**config.mk**
```make
export PLATFORM = sky130hd
export DESIGN_NAME = pbad_decoder
export DESIGN_NICKNAME = d
export VERILOG_FILES = /design/src/pbad_pkg.sv /design/src/pbad_cnt_if.sv /design/src/pbad_decoder.sv /design/src/pbad_usec_counter.sv
export VERILOG_INCLUDE_DIRS = /design/src
export SDC_FILE = /design/constraint.sdc
export NUM_CORES = 1
export LEC_CHECK = 0
export BUFFER_PORTS_ARGS = -buffer_cell sky130_fd_sc_hd__buf_4
export CAP_MARGIN = 20
export CORE_ASPECT_RATIO = 1.4
export CORE_MARGIN = 1.5
export CORE_UTILIZATION = 51
export CTS_BUF_LIST = sky130_fd_sc_hd__clkbuf_2 sky130_fd_sc_hd__clkbuf_4 sky130_fd_sc_hd__clkbuf_8
export CTS_CLUSTER_SIZE = 25
export DETAILED_ROUTE_END_ITERATION = 7
export PLACE_DENSITY_LB_ADDON = 0.25
export SYNTH_ARGS = -nofsm -noshare
export SYNTH_HDL_FRONTEND = slang
export SYNTH_SLANG_ARGS = --single-unit
```
**constraint.sdc**
```tcl
create_clock -name I_CLK -period 1.86 [get_ports I_CLK]
set_input_delay 0.186 -clock I_CLK [delete_from_list [all_inputs] [get_ports I_CLK]]
set_output_delay 0.186 -clock I_CLK [all_outputs]
set_load 0.01 [all_outputs]
```
**src/pbad_cfg.svh**
```systemverilog
`ifndef PBAD_CFG_SVH
`define PBAD_CFG_SVH

// Region bases, from the top address nibble
`define PBAD_RGN_BOOT 4'h0
`define PBAD_RGN_GLUE 4'h1
`define PBAD_RGN_PCI 4'h2
`define PBAD_RGN_ONCHIP 4'h3
`define PBAD_RGN_SDRAM 4'h4
`define PBAD_RGN_SRAM 4'h5
`define PBAD_RGN_ZBUS 4'h6
`define PBAD_RGN_RSVD 4'h7
// Populated sizes, as address widths
`define PBAD_FLASH_AW 16
`define PBAD_SDRAM_AW 25
`define PBAD_SRAM_AW 12
`define PBAD_WIN_AW 12
// Communications-bus window plan
`define PBAD_NUM_SERIAL 8
`define PBAD_WIN_LINEDRV 8
`define PBAD_WIN_TESTIN 9
`define PBAD_WIN_BOARDID 10
`define PBAD_NUM_WIN 11
`define PBAD_ZBUS_DATA_CYC 4'h4
// Glue-logic register offsets
`define PBAD_GLUE_USEC 12'h000
`define PBAD_GLUE_STATUS 12'h004
// PCI interface doorbell offsets and initiator commands
`define PBAD_PCI_DBELL_HOST 28'h000_0060
`define PBAD_PCI_DBELL_LOCAL 28'h000_0064
`define PBAD_PCI_CMD_MEMRD 4'h6
`define PBAD_PCI_CMD_MEMWR 4'h7
// Power-up configuration byte fields
`define PBAD_CFG_AW32 8'h01
`define PBAD_CFG_MULT4 8'h08
`define PBAD_CFG_BYTE (`PBAD_CFG_AW32 | `PBAD_CFG_MULT4)
// Clocking
`define PBAD_CLK_PERIOD_NS 8
`define PBAD_CLK_MHZ 125
`define PBAD_BUS_CLK_MHZ 40
`define PBAD_CORE_MULT 4
`define PBAD_CORE_MHZ (`PBAD_BUS_CLK_MHZ * `PBAD_CORE_MULT)
`define PBAD_USEC_NS 1000
`define PBAD_USEC_CYC (`PBAD_USEC_NS / `PBAD_CLK_PERIOD_NS)

`endif

```
**src/pbad_pkg.sv**
```systemverilog
package pbad_pkg;
  typedef enum logic [4:0] {
    PBAD_Z_IDLE = 5'b0_0001,
    PBAD_Z_ADHI = 5'b0_0010,
    PBAD_Z_ADLO = 5'b0_0100,
    PBAD_Z_DATA = 5'b0_1000,
    PBAD_Z_DONE = 5'b1_0000
  } pbad_zstate_t;
endpackage

```
**src/pbad_cnt_if.sv**
```systemverilog
`timescale 1ns/1ns
`default_nettype none
interface pbad_cnt_if;
  logic [31:0] count;
  logic tick;
  modport counter (output count, output tick);
  modport user (input count, input tick);
endinterface
`default_nettype wire

```
**src/pbad_decoder.sv**
```systemverilog
// What this block does
// - Primary bus: separate 32-bit address, data
// - Comm bus multiplexes address, data on 16
// - Region 0: flash in lowest 64 KB
// - Region 1 decodes to glue logic
// - Glue exposes 32-bit one-megahertz counter
// - Region 2 routes to PCI interface
// - Region 3 claimed by on-chip peripherals
// - Region 4 selects SDRAM, 32 MB populated
// - Region 5 maps internal 4 KB SRAM
// - Region 6: comm bus, 4 KB windows
// - Windows: serial, line-driver, test, board ID
// - Region 7 unassigned, reserved
// - Upper 2 GB pass to PCI memory
// - PCI initiator: memory read/write only
// - Two doorbells: host and local interrupts
// - Module registers: 4 KB block, 4 KB steps
// - Core 160 MHz, four times bus clock
`timescale 1ns/1ns
`default_nettype none
`include "pbad_cfg.svh"
module pbad_decoder
  import pbad_pkg::*;
#(
  parameter int NUM_WIN = `PBAD_NUM_WIN,
  parameter logic [3:0] ZDATA_CYC = `PBAD_ZBUS_DATA_CYC
) (
  // Clock and reset
  input wire logic I_CLK,
  input wire logic I_RST_N,
  // Primary bus from the processor
  input wire logic I_TS,
  input wire logic [31:0] I_ADDR,
  input wire logic I_RW,
  input wire logic [31:0] I_WDATA,
  input wire logic [19:0] I_MODULE_BASE,
  input wire logic I_TGT_ACK,
  output logic [31:0] O_RDATA,
  output logic O_RDATA_OE,
  output logic O_TA,
  output logic O_TEA,
  // Target selects
  output logic O_BOOT_SEL,
  output logic O_GLUE_SEL,
  output logic O_PCI_SEL,
  output logic O_PCI_DIRECT_SEL,
  output logic [3:0] O_PCI_CMD,
  output logic [1:0] O_PCI_DBELL_SEL,
  output logic O_ONCHIP_SEL,
  output logic O_MODULE_SEL,
  output logic O_SDRAM_SEL,
  output logic O_SRAM_SEL,
  output logic [NUM_WIN-1:0] O_ZWIN_SEL,
  // Communications bus
  input wire logic [15:0] I_ZAD,
  output logic [15:0] O_ZAD,
  output logic O_ZAD_OE,
  output logic O_ZAS_N,
  output logic O_ZDS_N,
  output logic O_ZRW
);
  logic busy_reg;
  logic [31:0] addr_reg;
  logic rw_reg;
  logic [31:0] wdata_reg;
  logic [31:0] rdata_reg;
  logic ta_reg;
  logic tea_reg;
  logic cfg_oe_reg;
  logic [31:0] err_addr_reg;
  pbad_zstate_t zst_reg;
  logic [3:0] zcnt_reg;
  logic [15:0] zad_reg;
  logic zad_oe_reg;
  logic zas_n_reg;
  logic zds_n_reg;
  logic [3:0] rgn;
  logic hit_boot, hit_glue, hit_pci, hit_onchip, hit_sdram, hit_sram, hit_zbus, hit_direct;
  logic [15:0] win_idx;
  logic win_ok;
  logic err_hit;
  logic int_done;
  logic [NUM_WIN-1:0] win_dec;

  pbad_cnt_if cnt ();

  pbad_usec_counter #(
    .DIV(`PBAD_USEC_CYC)
  ) u_usec (
    .i_clk(I_CLK),
    .i_rst_n(I_RST_N),
    .cnt(cnt.counter)
  );

  // address and data latched as full words
  always_ff @(posedge I_CLK or negedge I_RST_N) begin
    if (!I_RST_N) begin
      addr_reg <= 32'h0000_0000;
      rw_reg <= 1'b1;
      wdata_reg <= 32'h0000_0000;
    end else if (I_TS && !busy_reg) begin
      addr_reg <= I_ADDR;
      rw_reg <= I_RW;
      wdata_reg <= I_WDATA;
    end
  end

  assign rgn = addr_reg[31:28];
  assign win_idx = addr_reg[27:12];
  // windows past the board ID are not decoded and end in a bus error
  assign win_ok = (win_idx < 16'(NUM_WIN));

  // flash only in lowest 64 KB
  assign hit_boot = (rgn == `PBAD_RGN_BOOT) && (addr_reg[27:`PBAD_FLASH_AW] == '0);
  assign hit_glue = (rgn == `PBAD_RGN_GLUE) && (addr_reg[27:12] == '0);
  assign hit_pci = (rgn == `PBAD_RGN_PCI);
  assign hit_onchip = (rgn == `PBAD_RGN_ONCHIP);
  assign hit_sdram = (rgn == `PBAD_RGN_SDRAM) && (addr_reg[27:`PBAD_SDRAM_AW] == '0);
  assign hit_sram = (rgn == `PBAD_RGN_SRAM) && (addr_reg[27:`PBAD_SRAM_AW] == '0);
  // comm bus region, one window per device
  assign hit_zbus = (rgn == `PBAD_RGN_ZBUS) && win_ok;
  // upper half passes to PCI memory
  assign hit_direct = addr_reg[31];
  // everything else terminates with a bus error
  assign err_hit = !(hit_boot || hit_glue || hit_pci || hit_onchip || hit_sdram
                     || hit_sram || hit_zbus || hit_direct);

  genvar w;
  generate
    for (w = 0; w < NUM_WIN; w++) begin : g_win
      assign win_dec[w] = (win_idx == 16'(w));
    end
  endgenerate

  assign O_BOOT_SEL = busy_reg && hit_boot;
  assign O_GLUE_SEL = busy_reg && hit_glue;
  assign O_PCI_SEL = busy_reg && hit_pci;
  assign O_PCI_DIRECT_SEL = busy_reg && hit_direct;
  assign O_ONCHIP_SEL = busy_reg && hit_onchip;
  // module block matched on 4 KB boundary
  assign O_MODULE_SEL = busy_reg && (addr_reg[31:12] == I_MODULE_BASE);
  assign O_SDRAM_SEL = busy_reg && hit_sdram;
  assign O_SRAM_SEL = busy_reg && hit_sram;
  assign O_ZWIN_SEL = (busy_reg && hit_zbus) ? win_dec : '0;

  // doorbells toward host and local processor
  assign O_PCI_DBELL_SEL[0] = O_PCI_SEL && (addr_reg[27:0] == `PBAD_PCI_DBELL_HOST);
  assign O_PCI_DBELL_SEL[1] = O_PCI_SEL && (addr_reg[27:0] == `PBAD_PCI_DBELL_LOCAL);

  assign O_PCI_CMD = rw_reg ? `PBAD_PCI_CMD_MEMRD : `PBAD_PCI_CMD_MEMWR;

  // Glue and error accesses end one cycle in; comm bus ends from its sequencer
  assign int_done = busy_reg && !ta_reg && !tea_reg
                    && ((hit_glue && !cfg_oe_reg) || err_hit || (zst_reg == PBAD_Z_DONE));

  always_ff @(posedge I_CLK or negedge I_RST_N) begin
    if (!I_RST_N) begin
      busy_reg <= 1'b0;
    end else if (I_TS && !busy_reg) begin
      busy_reg <= 1'b1;
    end else if (int_done || (I_TGT_ACK && !hit_glue && !hit_zbus && !err_hit)) begin
      busy_reg <= 1'b0;
    end
  end

  always_ff @(posedge I_CLK or negedge I_RST_N) begin
    if (!I_RST_N) begin
      ta_reg <= 1'b0;
      tea_reg <= 1'b0;
    end else begin
      ta_reg <= int_done && !err_hit;
      tea_reg <= int_done && err_hit;
    end
  end

  always_ff @(posedge I_CLK or negedge I_RST_N) begin
    if (!I_RST_N) begin
      err_addr_reg <= 32'h0000_0000;
    end else if (int_done && err_hit) begin
      err_addr_reg <= addr_reg;
    end
  end

  // counter and bus status readable in glue space
  always_ff @(posedge I_CLK or negedge I_RST_N) begin
    if (!I_RST_N) begin
      rdata_reg <= 32'h0000_0000;
    end else if (int_done && hit_glue) begin
      case (addr_reg[11:0])
        `PBAD_GLUE_USEC: rdata_reg <= cnt.count;
        `PBAD_GLUE_STATUS: rdata_reg <= err_addr_reg;
        default: rdata_reg <= 32'h0000_0000;
      endcase
    end else if (zst_reg == PBAD_Z_DATA && rw_reg && zcnt_reg == 4'h0) begin
      rdata_reg <= {16'h0000, I_ZAD};
    end
  end

  // config byte driven through reset release
  always_ff @(posedge I_CLK or negedge I_RST_N) begin
    if (!I_RST_N) begin
      cfg_oe_reg <= 1'b1;
    end else begin
      cfg_oe_reg <= 1'b0;
    end
  end

  assign O_RDATA = cfg_oe_reg ? {24'h00_0000, 8'(`PBAD_CFG_BYTE)} : rdata_reg;
  assign O_RDATA_OE = cfg_oe_reg || (ta_reg && rw_reg);
  assign O_TA = ta_reg;
  assign O_TEA = tea_reg;

  // address high, address low, then 16-bit data
  always_ff @(posedge I_CLK or negedge I_RST_N) begin
    if (!I_RST_N) begin
      zst_reg <= PBAD_Z_IDLE;
      zcnt_reg <= 4'h0;
    end else begin
      case (zst_reg)
        PBAD_Z_IDLE: begin
          if (busy_reg && hit_zbus && !ta_reg) begin
            zst_reg <= PBAD_Z_ADHI;
          end
        end
        PBAD_Z_ADHI: begin
          zst_reg <= PBAD_Z_ADLO;
        end
        PBAD_Z_ADLO: begin
          zst_reg <= PBAD_Z_DATA;
          zcnt_reg <= ZDATA_CYC - 4'h1;
        end
        PBAD_Z_DATA: begin
          if (zcnt_reg == 4'h0) begin
            zst_reg <= PBAD_Z_DONE;
          end else begin
            zcnt_reg <= zcnt_reg - 4'h1;
          end
        end
        PBAD_Z_DONE: begin
          zst_reg <= PBAD_Z_IDLE;
        end
        default: begin
          zst_reg <= PBAD_Z_IDLE;
        end
      endcase
    end
  end

  always_ff @(posedge I_CLK or negedge I_RST_N) begin
    if (!I_RST_N) begin
      zad_reg <= 16'h0000;
      zad_oe_reg <= 1'b0;
      zas_n_reg <= 1'b1;
      zds_n_reg <= 1'b1;
    end else begin
      case (zst_reg)
        PBAD_Z_IDLE: begin
          zad_reg <= addr_reg[31:16];
          zad_oe_reg <= busy_reg && hit_zbus && !ta_reg;
          zas_n_reg <= 1'b1;
          zds_n_reg <= 1'b1;
        end
        PBAD_Z_ADHI: begin
          zad_reg <= addr_reg[15:0];
          zad_oe_reg <= 1'b1;
          zas_n_reg <= 1'b0;
          zds_n_reg <= 1'b1;
        end
        PBAD_Z_ADLO: begin
          zad_reg <= wdata_reg[15:0];
          zad_oe_reg <= !rw_reg;
          zas_n_reg <= 1'b1;
          zds_n_reg <= 1'b0;
        end
        PBAD_Z_DATA: begin
          zad_oe_reg <= !rw_reg && (zcnt_reg != 4'h0);
          zds_n_reg <= (zcnt_reg == 4'h0);
        end
        default: begin
          zad_oe_reg <= 1'b0;
          zas_n_reg <= 1'b1;
          zds_n_reg <= 1'b1;
        end
      endcase
    end
  end

  assign O_ZAD = zad_reg;
  assign O_ZAD_OE = zad_oe_reg;
  assign O_ZAS_N = zas_n_reg;
  assign O_ZDS_N = zds_n_reg;
  assign O_ZRW = rw_reg;
endmodule
`default_nettype wire

```
**src/pbad_usec_counter.sv**
```systemverilog
`timescale 1ns/1ns
`default_nettype none
`include "pbad_cfg.svh"
module pbad_usec_counter
  import pbad_pkg::*;
#(
  parameter int DIV = `PBAD_USEC_CYC
) (
  input wire logic i_clk,
  input wire logic i_rst_n,
  pbad_cnt_if.counter cnt
);
  logic [7:0] pre_reg;
  logic [31:0] count_reg;

  always_ff @(posedge i_clk or negedge i_rst_n) begin
    if (!i_rst_n) begin
      pre_reg <= 8'h00;
    end else if (pre_reg == 8'(DIV - 1)) begin
      pre_reg <= 8'h00;
    end else begin
      pre_reg <= pre_reg + 8'h01;
    end
  end

  always_ff @(posedge i_clk or negedge i_rst_n) begin
    if (!i_rst_n) begin
      count_reg <= 32'h0000_0000;
    end else if (pre_reg == 8'(DIV - 1)) begin
      count_reg <= count_reg + 32'h0000_0001;
    end
  end

  assign cnt.count = count_reg;
  assign cnt.tick = (pre_reg == 8'(DIV - 1));
endmodule
`default_nettype wire
```
# == After elaboration in Yosys (flattened, before gate mapping) ==
# Cells that the tools add are included.
# totals
regBits,185
out_inout_bits,80
elab_cells,132
in_bits,105
# op_classes
addsub,3
n_lt_le_gt_ge,1
n_eq_ne,29
mux,18
reduce_logical,64
# ops
cell,n
$mux 32,3
$eq 16x3->1 const B,4
$pmux 32 s2,1
$eq 28x7->1 const B,2
$eq 16x4->1 const B,3
$pmux 16 s3,1
$add 32x1->32 const B,1
$eq 16x2->1 const B,2
$logic_and 1x1->1,32
$logic_not 12->1,2
$eq 20x20->1,1
$pmux 5 s4,1
$eq 16x1->1 const B,1
$logic_not 16->1,1
$lt 16x4->1 const B,1
$eq 12x3->1 const B,1
$eq 4x3->1 const B,3
$logic_or 1x1->1,11
$mux 11,1
$mux 5,2
$add 8x1->8 const B,1
$eq 4x2->1 const B,2
$eq 8x7->1 const B,1
$logic_not 1->1,8
21 further kinds,29

# == Longest topological paths before layout ==
# Gate-level depths: netlist of the first run.
# depth
ltp_word,16
mapped_depth,8
mapped_depth_nobuf,7

# == By module ==
# Synthesis of the first run repeated with hierarchy kept, for this count alone.
# hier_totals
hier_cells,786
hier_area_um2,9061.2
# by_module_without_submodules
module,instances,cells_each,area_each_um2
pbad_decoder,1,613,7096.8
pbad_usec_counter,1,173,1964.4

# == Worst setup path before layout of the first run ==
# Ideal clock, no wire load.
# synth_timing
kind,register to register
startpoint,register addr_reg[17]
endpoint,register rdata_reg[22]
arrival_ns,1.920
required_time_ns,1.737
setup_ns,0.123
synth_period_minus_slack_ns,2.043
slack_ns,-0.183
path_stages_with_launch,7
path_cell_list,dfrtp_1 -> nor4_4 -> nand4_1 -> a2111oi_4 -> a31oi_1 -> buf_2 -> o2bb2ai_1
# synth_via
elab_chain_len,15
# synth_rtl
item,line,text
start: declaration,pbad_decoder.sv:63,logic [31:0] addr_reg;
start signal: assignment,pbad_decoder.sv:98,addr_reg <= 32'h0000_0000;
start signal: assignment,pbad_decoder.sv:102,addr_reg <= I_ADDR;
branches (longest 13 deep; another with $lt 16x4->1),--,
$logic_and 1x1->1 (*),pbad_decoder.sv:188,end else if (int_done && hit_glue) begin
$mux 32 / $reduce_bool 2->1 (equally long branches),--,
end signal: assignment,pbad_decoder.sv:190,`PBAD_GLUE_USEC: rdata_reg <= cnt.count;
end signal: assignment,pbad_decoder.sv:191,`PBAD_GLUE_STATUS: rdata_reg <= err_addr_reg;
end signal: assignment,pbad_decoder.sv:195,"rdata_reg <= {16'h0000, I_ZAD};"
end: declaration,pbad_decoder.sv:66,logic [31:0] rdata_reg;
# Mark *: on every way between the ends.
# A chain may end at the register's enable or synchronous reset.

# == Worst setup path in the final report of the first run ==
# layout_timing
startpoint,register addr_reg[17]
endpoint,output port O_ZWIN_SEL[8]
# layout_via
elab_chain_len,4
# layout_rtl
item,line,text
$lt 16x4->1,pbad_decoder.sv:111,assign win_ok = (win_idx < 16'(NUM_WIN));
$logic_and 1x1->1,pbad_decoder.sv:121,assign hit_zbus = (rgn == `PBAD_RGN_ZBUS) && win_ok;
$logic_and 1x1->1,pbad_decoder.sv:144,assign O_ZWIN_SEL = (busy_reg && hit_zbus) ? win_dec : '0;
$mux 11 (*),pbad_decoder.sv:144,
end: declaration,pbad_decoder.sv:53,"output logic [NUM_WIN-1:0] O_ZWIN_SEL,"
# Mark *: on every way between the ends. The rest lies on a longest branch, timed or not.

==> results.cfg, run 1 <==
[logic_synthesis]
yosys.area_share.simple = 0.150
synth_warnings = 0
synthAdderAreaFrac = 0.00709
synth-xor-area-share = 0.0575
synth_area_per_cell_um2 = 11.0
synthArstFlopShare = 1.00
synth-compound-area-share = 0.0786
synth_edf_count = 0
yosysSeqAreaShare = 0.525
netlist_area_um2 = 8830
synth_top_family_by_area = multiplexers
ys_seq_elements = 185
synth_area_leaders = dfrtp_1 51%, mux2_2 9.7%, mux2i_1 5.4%
syn-instance-count = 800
netlist-cell-type-count = 49
synth_flop_cell = dfrtp_1
synth_mux_area_frac = 0.151
yosys.area.top_type = dfrtp_1
synth_top_cell_area_share = 0.510

[sta]
setup_violations = 87
hold_viol = 0
fmax_ghz = 0.404
clock_skew_ns = 0.0175
min_period_ns = 2.48
fin_crit_sh = 1.33
worst_slack_ns = -0.617
rsz0062_at_grt = true
holdWs_ns = 0.0173
finalSetupTns_ns = -35.40
slew_violations = 0

[floorplanning]
die_h_um = 159
die_area_um2 = 18100
initial_core_util = 0.523
pin_count = 185
core-area_um2 = 16900
row_count = 56
fp.dieW_um = 114

[layout]
drive_gt1_frac = 0.475
final_common_cell = buf_4
area_growth_pct = 53.1
final_cell_mix = 282 x buf_4, 173 x dfrtp_1, 73 x mux2_2
layout.nets = 1285
final_util = 0.801
n_antenna_cell = 0

[worst_setup_path]
cp.arrival_ns = 2.29
critical_path.startpoint_type = register
r2r_cells = 10
endpoint_kind = output pin
r2r_slack_ns = -0.58
crit_type = register to output pin
worstReg2RegEnd = rdata_reg[1]$_DFFE_PN0P_
crit_fanout = 3
worst_ep_required_time_ns = 1.67
regToRegStartpoint = addr_reg[17]$_DFFE_PN0P_

[global_routing]
grt_pass1_wl_um = 43200
grt_overflow = 0
grt_usage = 0.317
grt_max_degree = 54
grt_pass1_vias = 8136
antenna_found_initial = 0

[drt]
drcViolationCount = 0
routed_wl_um = 29100
wl_per_cell_um = 20.5
vias = 7879
firstDrtPassIters = 5
ant_nets = 0
initialDrtViolationCount = 488
via_per_inst = 5.56

[power]
p_per_area_nw_per_um2 = 1120
power.total_mw = 15.2
vdd_ir_drop_max_uv = 848
total_leakage_power_nw = 6.16

[min_path]
holdPathStages = 3
holdPathEnd = rdata_reg[2]$_DFFE_PN0P_
holdCritStartpoint = I_ZAD[2]
hp-class = input pin to register

[place]
dp_hpwl_um = 18600
port_buffers = 165
gp_congestion = 0.942

[flow_run]
maxCapViolCount = 0

[cts]
cts-root-buf = clkbuf_8
clk_pin_slew_worst_paths_ns = 0.10
clock_sinks = 185
h-tree-depth = 4
clk_latency_ns = 0.46
cts_inserted_buffers = 17
cts_tree = done
clk_path_buf_depth = 2

[status]
status = complete, but fails checks
violations = setup timing
-- how the worst max path moves through the flow --
stage	cells after the start	to	slack, ns	from
after CTS	8	O_ZWIN_SEL[8]	-0.62	addr_reg[23]$_DFFE_PN0P_
after global routing	8	O_ZWIN_SEL[10]	-0.71	addr_reg[17]$_DFFE_PN0P_
final	8	O_ZWIN_SEL[8]	-0.62	addr_reg[17]$_DFFE_PN0P_
after global placement	7	rdata_reg[16]$_DFFE_PN0P_	-0.26	addr_reg[14]$_DFFE_PN0P_
after detailed placement	7	rdata_reg[17]$_DFFE_PN0P_	-0.28	addr_reg[14]$_DFFE_PN0P_
after floorplan	6	rdata_reg[1]$_DFFE_PN0P_	-0.09	zst_reg[0]$_DFFE_PN1P_
-- through the flow --
stage               setup WS, ns  cells  cell area (µm²)
finish                    -0.617   1417            13500
floorplan                -0.0946    802             8990
global route              -0.706   1417            13500
global placement          -0.257   1287            11400
detailed placement        -0.276   1287            11400
CTS                       -0.621   1417            13200
-- routing by layer --
metal | share of wire | wire length, µm | vias up | track usage
li1 | - | - | 3543 | -
met1 | 0.38 | 11100 | 3976 | 0.376
met2 | 0.53 | 15300 | 286 | 0.559
met3 | 0.052 | 1510 | 74 | 0.0563
met4 | 0.040 | 1180 | 0 | 0.151
met5 | 0 | 0 | - | 0
-- synthesized netlist by cell type (all sizes together), types with 3 or more instances --
library cell and n:
dfrtp 180, mux2 76, nor2 70, nand2 50
mux2i 48, xnor2 40, nor2b 35, o21ai 35
clkbuf 28, nand3 24, nor3 21, buf 18
nand4 18, xor2 18, a21oi 16, a22oi 16
o2bb2ai 16, inv 15, nor4 11, a31oi 7
nand3b 6, and3 5, dfstp 5, ha 5
and2 4, nand2b 4, and4 3, nor3b 3
or2 3, or3 3
-- report_power, final --
part	switching, mW	leakage (nW)	internal (mW)	total (mW)
logic	3.06	3.74	3.57	6.63
clock network	1.43	0.166	1.05	2.48
registers	0.903	2.26	5.14	6.05
total	5.39	6.16	9.77	15.2
-- timing repair --
item | CTS | global route
gates resized for setup | 113 | 95
setup buffers | 31 | 13
setup endpoints to repair | 136 | 129
hold endpoints to repair | 101 | 0
hold buffers | 63 | 0
pin swaps | 30 | 41
gates cloned | 9 | 0
-- critical path: stages, from the launching register on --
cell      delay (ns)
dfrtp_1         0.42
nor4_4          0.35
buf_4           0.18
o211ai_1        0.13
nor3_2          0.20
buf_4           0.15
nand3b_1        0.14
nor3_2          0.14
buf_4           0.14
-- cell families after synthesis --
family / after synthesis
xor+xnor: 58
fa+ha+maj: 5
flops: 185
mux: 124
compound gates: 104
buf+inv: 61
simple gates: 261
other cells: 2
-- area by class of cell --
type,count,area (µm²)
Clock buffer,18,241
Tap cell,232,290
Timing Repair Buffer,400,3570
Clock inverter,11,101
Sequential cell,185,4640
Inverter,15,56.3
Multi-Input combinational cell,556,4620
Fill cell,926,3370
Power figures use the tool's default switching activity.
==> inputs of run 2 (changes only) <==
--- a/config.mk
+++ b/config.mk
@@ -6,11 +6,12 @@
 export SDC_FILE = /design/constraint.sdc
 export NUM_CORES = 1
 export LEC_CHECK = 0
+export ABC_AREA = 1
 export BUFFER_PORTS_ARGS = -buffer_cell sky130_fd_sc_hd__buf_4
 export CAP_MARGIN = 20
 export CORE_ASPECT_RATIO = 1.4
 export CORE_MARGIN = 1.5
-export CORE_UTILIZATION = 51
+export CORE_UTILIZATION = 52
 export CTS_BUF_LIST = sky130_fd_sc_hd__clkbuf_2 sky130_fd_sc_hd__clkbuf_4 sky130_fd_sc_hd__clkbuf_8
 export CTS_CLUSTER_SIZE = 25
 export DETAILED_ROUTE_END_ITERATION = 7
==> run 2 against run 1 <==
  * The run still ends with setup timing left
  * Utilization shrank 1.1 points
  * Register-to-register slack gained 0.18 ns
  * Largest power group unchanged
  * Synthesized cell count grew 43%
  * Final cell count grew 24%
==> results.cfg, run 2 <==
[worst_setup_path]
crit_family = simple AND/OR/NAND/NOR gates
slowest_delay_ns = 0.43
r2r_slack_ns = -0.40
crit_path_top_delay_cell = dfrtp_1
critical_path.startpoint_type = register
worst_ep_required_time_ns = 1.67
crit_fanout = 3
crit_type = register to output pin
endpoint_kind = output pin
cp.arrival_ns = 2.20
cp_cell_sequence = nor2_2 > nand2_2 > nor2_4 > nand2_2 > buf_6 > inv_2 > nand4_1 > nor4_2 > buf_4 > buf_6
worst-path-buf-inv = 4

[place]
post-place-ws_ns = -0.120
port_buffers = 165
dp_hpwl_um = 21100
gp_congestion = 0.988

[global_routing]
grt_pass1_wl_um = 48300
grt_use_met2 = 0.598
use_met3 = 0.0604
grt_overflow = 0
grt_usage = 0.337
grt.busiest_layer = met2
grt_max_degree = 55
antenna_found_initial = 0
grt_pass1_vias = 9690
grt_util_met1 = 0.373

[cts]
clk_latency_ns = 0.49
clock_sinks = 185
h-tree-depth = 4
clk_pin_slew_worst_paths_ns = 0.10
clk_path_buf_depth = 2
cts-root-buf = clkbuf_8
cts_tree = done
cts_inserted_buffers = 17

[drt]
vias = 9870
drcViolationCount = 0
routed_wl_um = 33300
initialDrtViolationCount = 674
wl_per_cell_um = 18.9
via_per_inst = 5.60
firstDrtPassIters = 7
ant_nets = 0

[logic_synthesis]
synth_area_per_cell_um2 = 8.27
synth_top_cell_area_share = 0.478
synth-xor-area-share = 0.0372
synth_warnings = 0
netlist_area_um2 = 9430
synthArstFlopShare = 1.00
syn-instance-count = 1140
netlist-cell-type-count = 48
yosys.area.top_type = dfrtp_1
synth_edf_count = 0
synth-compound-area-share = 0.115
ys_seq_elements = 185
synthAdderAreaFrac = 0.00664
synth_area_leaders = dfrtp_1 48%, nand2_1 8.7%, nor2_1 6.3%
synth_mux_area_frac = 0.0239
synth.most_common_cell = nand2_1
yosys.area_share.simple = 0.240
yosysSeqAreaShare = 0.492
synth_commonest_cells = 218 x nand2_1, 180 x dfrtp_1, 157 x nor2_1, 141 x inv_1, 63 x o21ai_0
synth_top_family_by_area = simple AND/OR/NAND/NOR gates
synth_flop_cell = dfrtp_1

[layout]
layout.nets = 1620
final_common_cell = buf_4
fill_cells = 1092
n_antenna_cell = 0
area_growth_pct = 49.6
seq_area_um2 = 4640
final_cell_mix = 288 x buf_4, 176 x dfrtp_1, 165 x nand2_1
multi_input_area_um2 = 4700
drive_gt1_frac = 0.392

[flow_run]
maxCapViolCount = 0

[power]
p_per_area_nw_per_um2 = 1070
vdd_ir_drop_max_uv = 900
total_leakage_power_nw = 6.78

[sta]
min_period_ns = 2.38
hold_viol = 0
setup_violations = 86
fmax_ghz = 0.419
worst_slack_ns = -0.525
fin_crit_sh = 1.28
finalSetupTns_ns = -24.82
slew_violations = 0
worstMarginPinSlew_ns = 0.904
slew_headroom = 0.394
rsz0062_at_grt = true
clock_skew_ns = 0.0109

[floorplanning]
row_count = 58
fp.dieW_um = 117
die_area_um2 = 19000
die_h_um = 162
initial_core_util = 0.528
pin_count = 185
core-area_um2 = 17900

[min_path]
hp-class = input pin to register

[status]
status = complete, but fails checks
violations = setup timing
[run 2: changes by cell type after synthesis, sizes merged, moves of 16 or more]
| cell | change |
|---|---|
| nand2 | +176 |
| inv | +135 |
| xnor2 | -33 |
| mux2i | -48 |
| nor2b | -35 |
| a21oi | +21 |
| o21ai | +66 |
| mux2 | -56 |
| a22oi | -16 |
| o2bb2ai | -16 |
| nor2 | +110 |
[run 2: what timing repair did]
action	in CTS	in global routing
hold buffers	50	0
setup buffers	31	20
endpoints found under the setup margin	67	124
cloned	10	5
resized for setup	118	148
endpoints found under the hold margin	90	0
pin swaps	26	33
[run 2: through the flow]
step	hold WS (ns)	cell area (µm²)	utilization	instances	total power, mW
after floorplan	-0.110	9440	-	1142	7.96
after global placement	0.143	11800	0.661	1631	10.2
after detailed placement	0.143	11800	0.661	1631	10.4
after CTS	0.00605	13500	0.754	1743	13.7
after global routing	0.0137	14100	0.790	1763	15.7
final	0.0170	14100	0.790	1763	15.1
[run 2: cells by family (layout without fill, tap and decap cells)]
| logic type | after synthesis | in the layout |
|---|---|---|
| mux | 20 | 20 |
| simple gates | 514 | 518 |
| other cells | 2 | 4 |
| buf+inv | 194 | 571 |
| flops | 185 | 185 |
| xor+xnor | 40 | 40 |
| compound gates | 180 | 180 |
| fa+ha+maj | 5 | 5 |
[run 2: report_power, final]
group	internal (mW)	leakage (nW)	switching, mW	total (mW)
registers	5.11	2.32	0.903	6.02
logic	2.94	4.27	3.34	6.28
clock network	1.17	0.193	1.60	2.76
[run 2: worst reg2reg max path, cell delays in order (launching register included)]
cell and delay, ns:
dfrtp_1 0.43, nor2_2 0.17, nand2_2 0.13, nor2_4 0.13, nand3b_1 0.17, buf_6 0.17, nor2_4 0.11, nor2_4 0.05
nand2_4 0.08, nand3_4 0.14, buf_6 0.20, buf_12 0.15, nand2_8 0.11, nor2_4 0.04, nor2_2 0.10
[run 2: worst paths after layout]
path	start	end	cells past startpoint
setup / recovery	addr_reg[14]$_DFFE_PN0P_	O_PCI_DBELL_SEL[0]	10
hold reg to reg	err_addr_reg[28]$_DFFE_PN0P_	err_addr_reg[28]$_DFFE_PN0P_	2
max in group asynchronous	I_RST_N	addr_reg[28]$_DFFE_PN0P_	3
min in group asynchronous	I_RST_N	u_usec.cnt.count[19]$_DFFE_PN0N_	2
setup reg to reg	addr_reg[14]$_DFFE_PN0P_	rdata_reg[11]$_DFFE_PN0P_	14
hold / removal	I_ZAD[13]	rdata_reg[13]$_DFFE_PN0P_	5
[run 2: final cells by class]
class	instances	area share
multi-input combinational	767	0.334
inverter	153	0.0438
clock buffer	19	0.0185
tap	240	0.0213
timing repair buffer	382	0.241
timing repair inverter	4	0.00337
sequential	185	0.329
clock inverter	13	0.00967
[run 2: metal layers]
layer	vias to the layer above	wire length, µm
met5	-	0
met1	4784	11500
met4	0	2210
li1	4444	-
met3	149	2040
met2	493	17500
==> inputs of run 3 (changes only) <==
--- a/config.mk
+++ b/config.mk
@@ -7,7 +7,6 @@
 export NUM_CORES = 1
 export LEC_CHECK = 0
 export ABC_AREA = 1
-export BUFFER_PORTS_ARGS = -buffer_cell sky130_fd_sc_hd__buf_4
 export CAP_MARGIN = 20
 export CORE_ASPECT_RATIO = 1.4
 export CORE_MARGIN = 1.5
@@ -15,6 +14,8 @@
 export CTS_BUF_LIST = sky130_fd_sc_hd__clkbuf_2 sky130_fd_sc_hd__clkbuf_4 sky130_fd_sc_hd__clkbuf_8
 export CTS_CLUSTER_SIZE = 25
 export DETAILED_ROUTE_END_ITERATION = 7
+export DONT_BUFFER_PORTS = 1
+export MAX_ROUTING_LAYER = met4
 export PLACE_DENSITY_LB_ADDON = 0.25
 export SYNTH_ARGS = -nofsm -noshare
 export SYNTH_HDL_FRONTEND = slang
==> run 3 against run 2 <==
  * The flow finishes with violations (hold timing, setup timing)
  * Final cell count fell by 9.2%
  * Final area fell by 11%
  * Clock power fell by 6%
  * Largest power group is now sequential cells
  * Non-clock buffer count fell by 157
  * Critical endpoint is now O_ZWIN_SEL[4]
==> results.cfg, run 3 (synthesized netlist as in run 2, its figures left out) <==
[status]
status = complete, but fails checks
violations = hold timing, setup timing

[place]
placed_cell_area_um2 = 10600
dp_hpwl_um = 20100
gp_congestion = 0.969
dp.cells = 1471
post-place-ws_ns = -0.0293
port_buffers = 0

[sta]
worstMarginPinSlew_ns = 0.870
slew_violations = 0
rsz0062_at_grt = true
finalSetupTns_ns = -19.31
slew_headroom = 0.417
fin_crit_sh = 1.23
setup_violations = 83
worst_slack_ns = -0.425
fmax_ghz = 0.438
min_period_ns = 2.29
hold_viol = 185
clock_skew_ns = 0.0169
holdWs_ns = -0.608

[drt]
drcViolationCount = 0
firstDrtPassIters = 7
via_per_inst = 5.42
ant_nets = 0
vias = 8668
routed_wl_um = 29100
wl_per_cell_um = 18.2
initialDrtViolationCount = 659

[power]
power.total_mw = 13.3
total_leakage_power_nw = 5.88
p_per_area_nw_per_um2 = 1050
vdd_ir_drop_max_uv = 795

[cts]
clk_latency_ns = 0.48
cts-root-buf = clkbuf_8
cts_inserted_buffers = 17
ctsHoldBuffers = 66
cts_tree = done
h-tree-depth = 4
clk_path_buf_depth = 2
clk_pin_slew_worst_paths_ns = 0.10
clock_sinks = 185

[layout]
final_cell_mix = 194 x nand2_1, 177 x dfrtp_1, 136 x nor2_1
final_util = 0.705
instances_no_fill = 1600
final_common_cell = nand2_1
area_growth_pct = 33.5
drive_gt1_frac = 0.271
fin_area_um2 = 12600
n_antenna_cell = 0
layout.nets = 1457

[min_path]
hp-class = input pin to asynchronous set/reset pin

[worst_setup_path]
crit_type = register to output pin
crit_fanout = 5
worst_ep_required_time_ns = 1.67
endpoint_kind = output pin
r2r_slack_ns = -0.38
cp.arrival_ns = 2.10
critical_path.startpoint_type = register

[floorplanning]
pin_count = 185
row_count = 58
core-area_um2 = 17900
die_h_um = 162
die_area_um2 = 19000
fp.dieW_um = 117
initial_core_util = 0.528

[global_routing]
grt_pass1_vias = 8462
grt_pass1_wl_um = 43600
grt_overflow = 0
grt_usage = 0.313
antenna_found_initial = 0
grt_max_degree = 186

[flow_run]
maxCapViolCount = 0
## run 3: changes by cell type in the layout (fill, tap and decap cells not counted), sizes merged
cell	before	now
nand2	230	227
clkinv	10	8
bufinv	1	0
dlygate4sd3	50	66
clkinvlp	4	3
inv	155	156
buf	330	152
clkbuf	21	26
## run 3: layout make-up
class,count,area (µm²)
fillers,1380,5270
flip-flops and latches,185,4640
well taps,240,300
multi-input cells,764,4460
repair inverters,1,8.76
repair buffers,225,2210
clock inverters,13,114
clock buffers,19,249
inverters,153,603
## run 3: per-layer routing
metal | track usage | wire, µm | up-vias
li1 | - | - | 4098
met5 | - | 0 | -
met1 | 0.363 | 11100 | 4191
met2 | 0.528 | 15300 | 312
met4 | 0.130 | 1170 | 0
met3 | 0.0619 | 1570 | 67
## run 3: where the power goes
| group | internal (mW) | switching (mW) | total, mW | leakage [nW] |
|---|---|---|---|---|
| combinational | 2.09 | 2.57 | 4.66 | 3.38 |
| clock | 0.993 | 1.60 | 2.59 | 0.183 |
| sequential | 5.11 | 0.906 | 6.01 | 2.32 |
| total | 8.19 | 5.07 | 13.3 | 5.88 |
## run 3: critical path, stage by stage, from the launching register on
cell     delay, ns
dfrtp_1       0.41
nor2_1        0.12
nand2_1       0.13
inv_2         0.09
nand2_2       0.07
nor2_4        0.11
inv_1         0.04
nor2_1        0.07
buf_4         0.16
inv_2         0.07
nor4_2        0.16
buf_4         0.17
## run 3: worst paths after layout
check | startpoint | cells after the start | end
max | addr_reg[16]$_DFFE_PN0P_ | 11 | O_ZWIN_SEL[4]
min | I_RST_N | 0 | u_usec.cnt.count[23]$_DFFE_PN0N_
max reg2reg | addr_reg[26]$_DFFE_PN0P_ | 17 | rdata_reg[9]$_DFFE_PN0P_
min reg2reg | err_addr_reg[31]$_DFFE_PN0P_ | 2 | err_addr_reg[31]$_DFFE_PN0P_
max in group asynchronous | I_RST_N | 0 | zst_reg[0]$_DFFE_PN1P_
min in group I_CLK | I_TS | 2 | wdata_reg[15]$_DFFE_PN0P_
## run 3: what timing repair did
| action | CTS | global route |
|---|---|---|
| hold endpoints to repair | 251 | 185 |
| setup endpoints to repair | 58 | 119 |
| resized for setup | 40 | 110 |
| pin swaps | 8 | 21 |
| gates cloned | 2 | 11 |
| setup buffers | 8 | 13 |
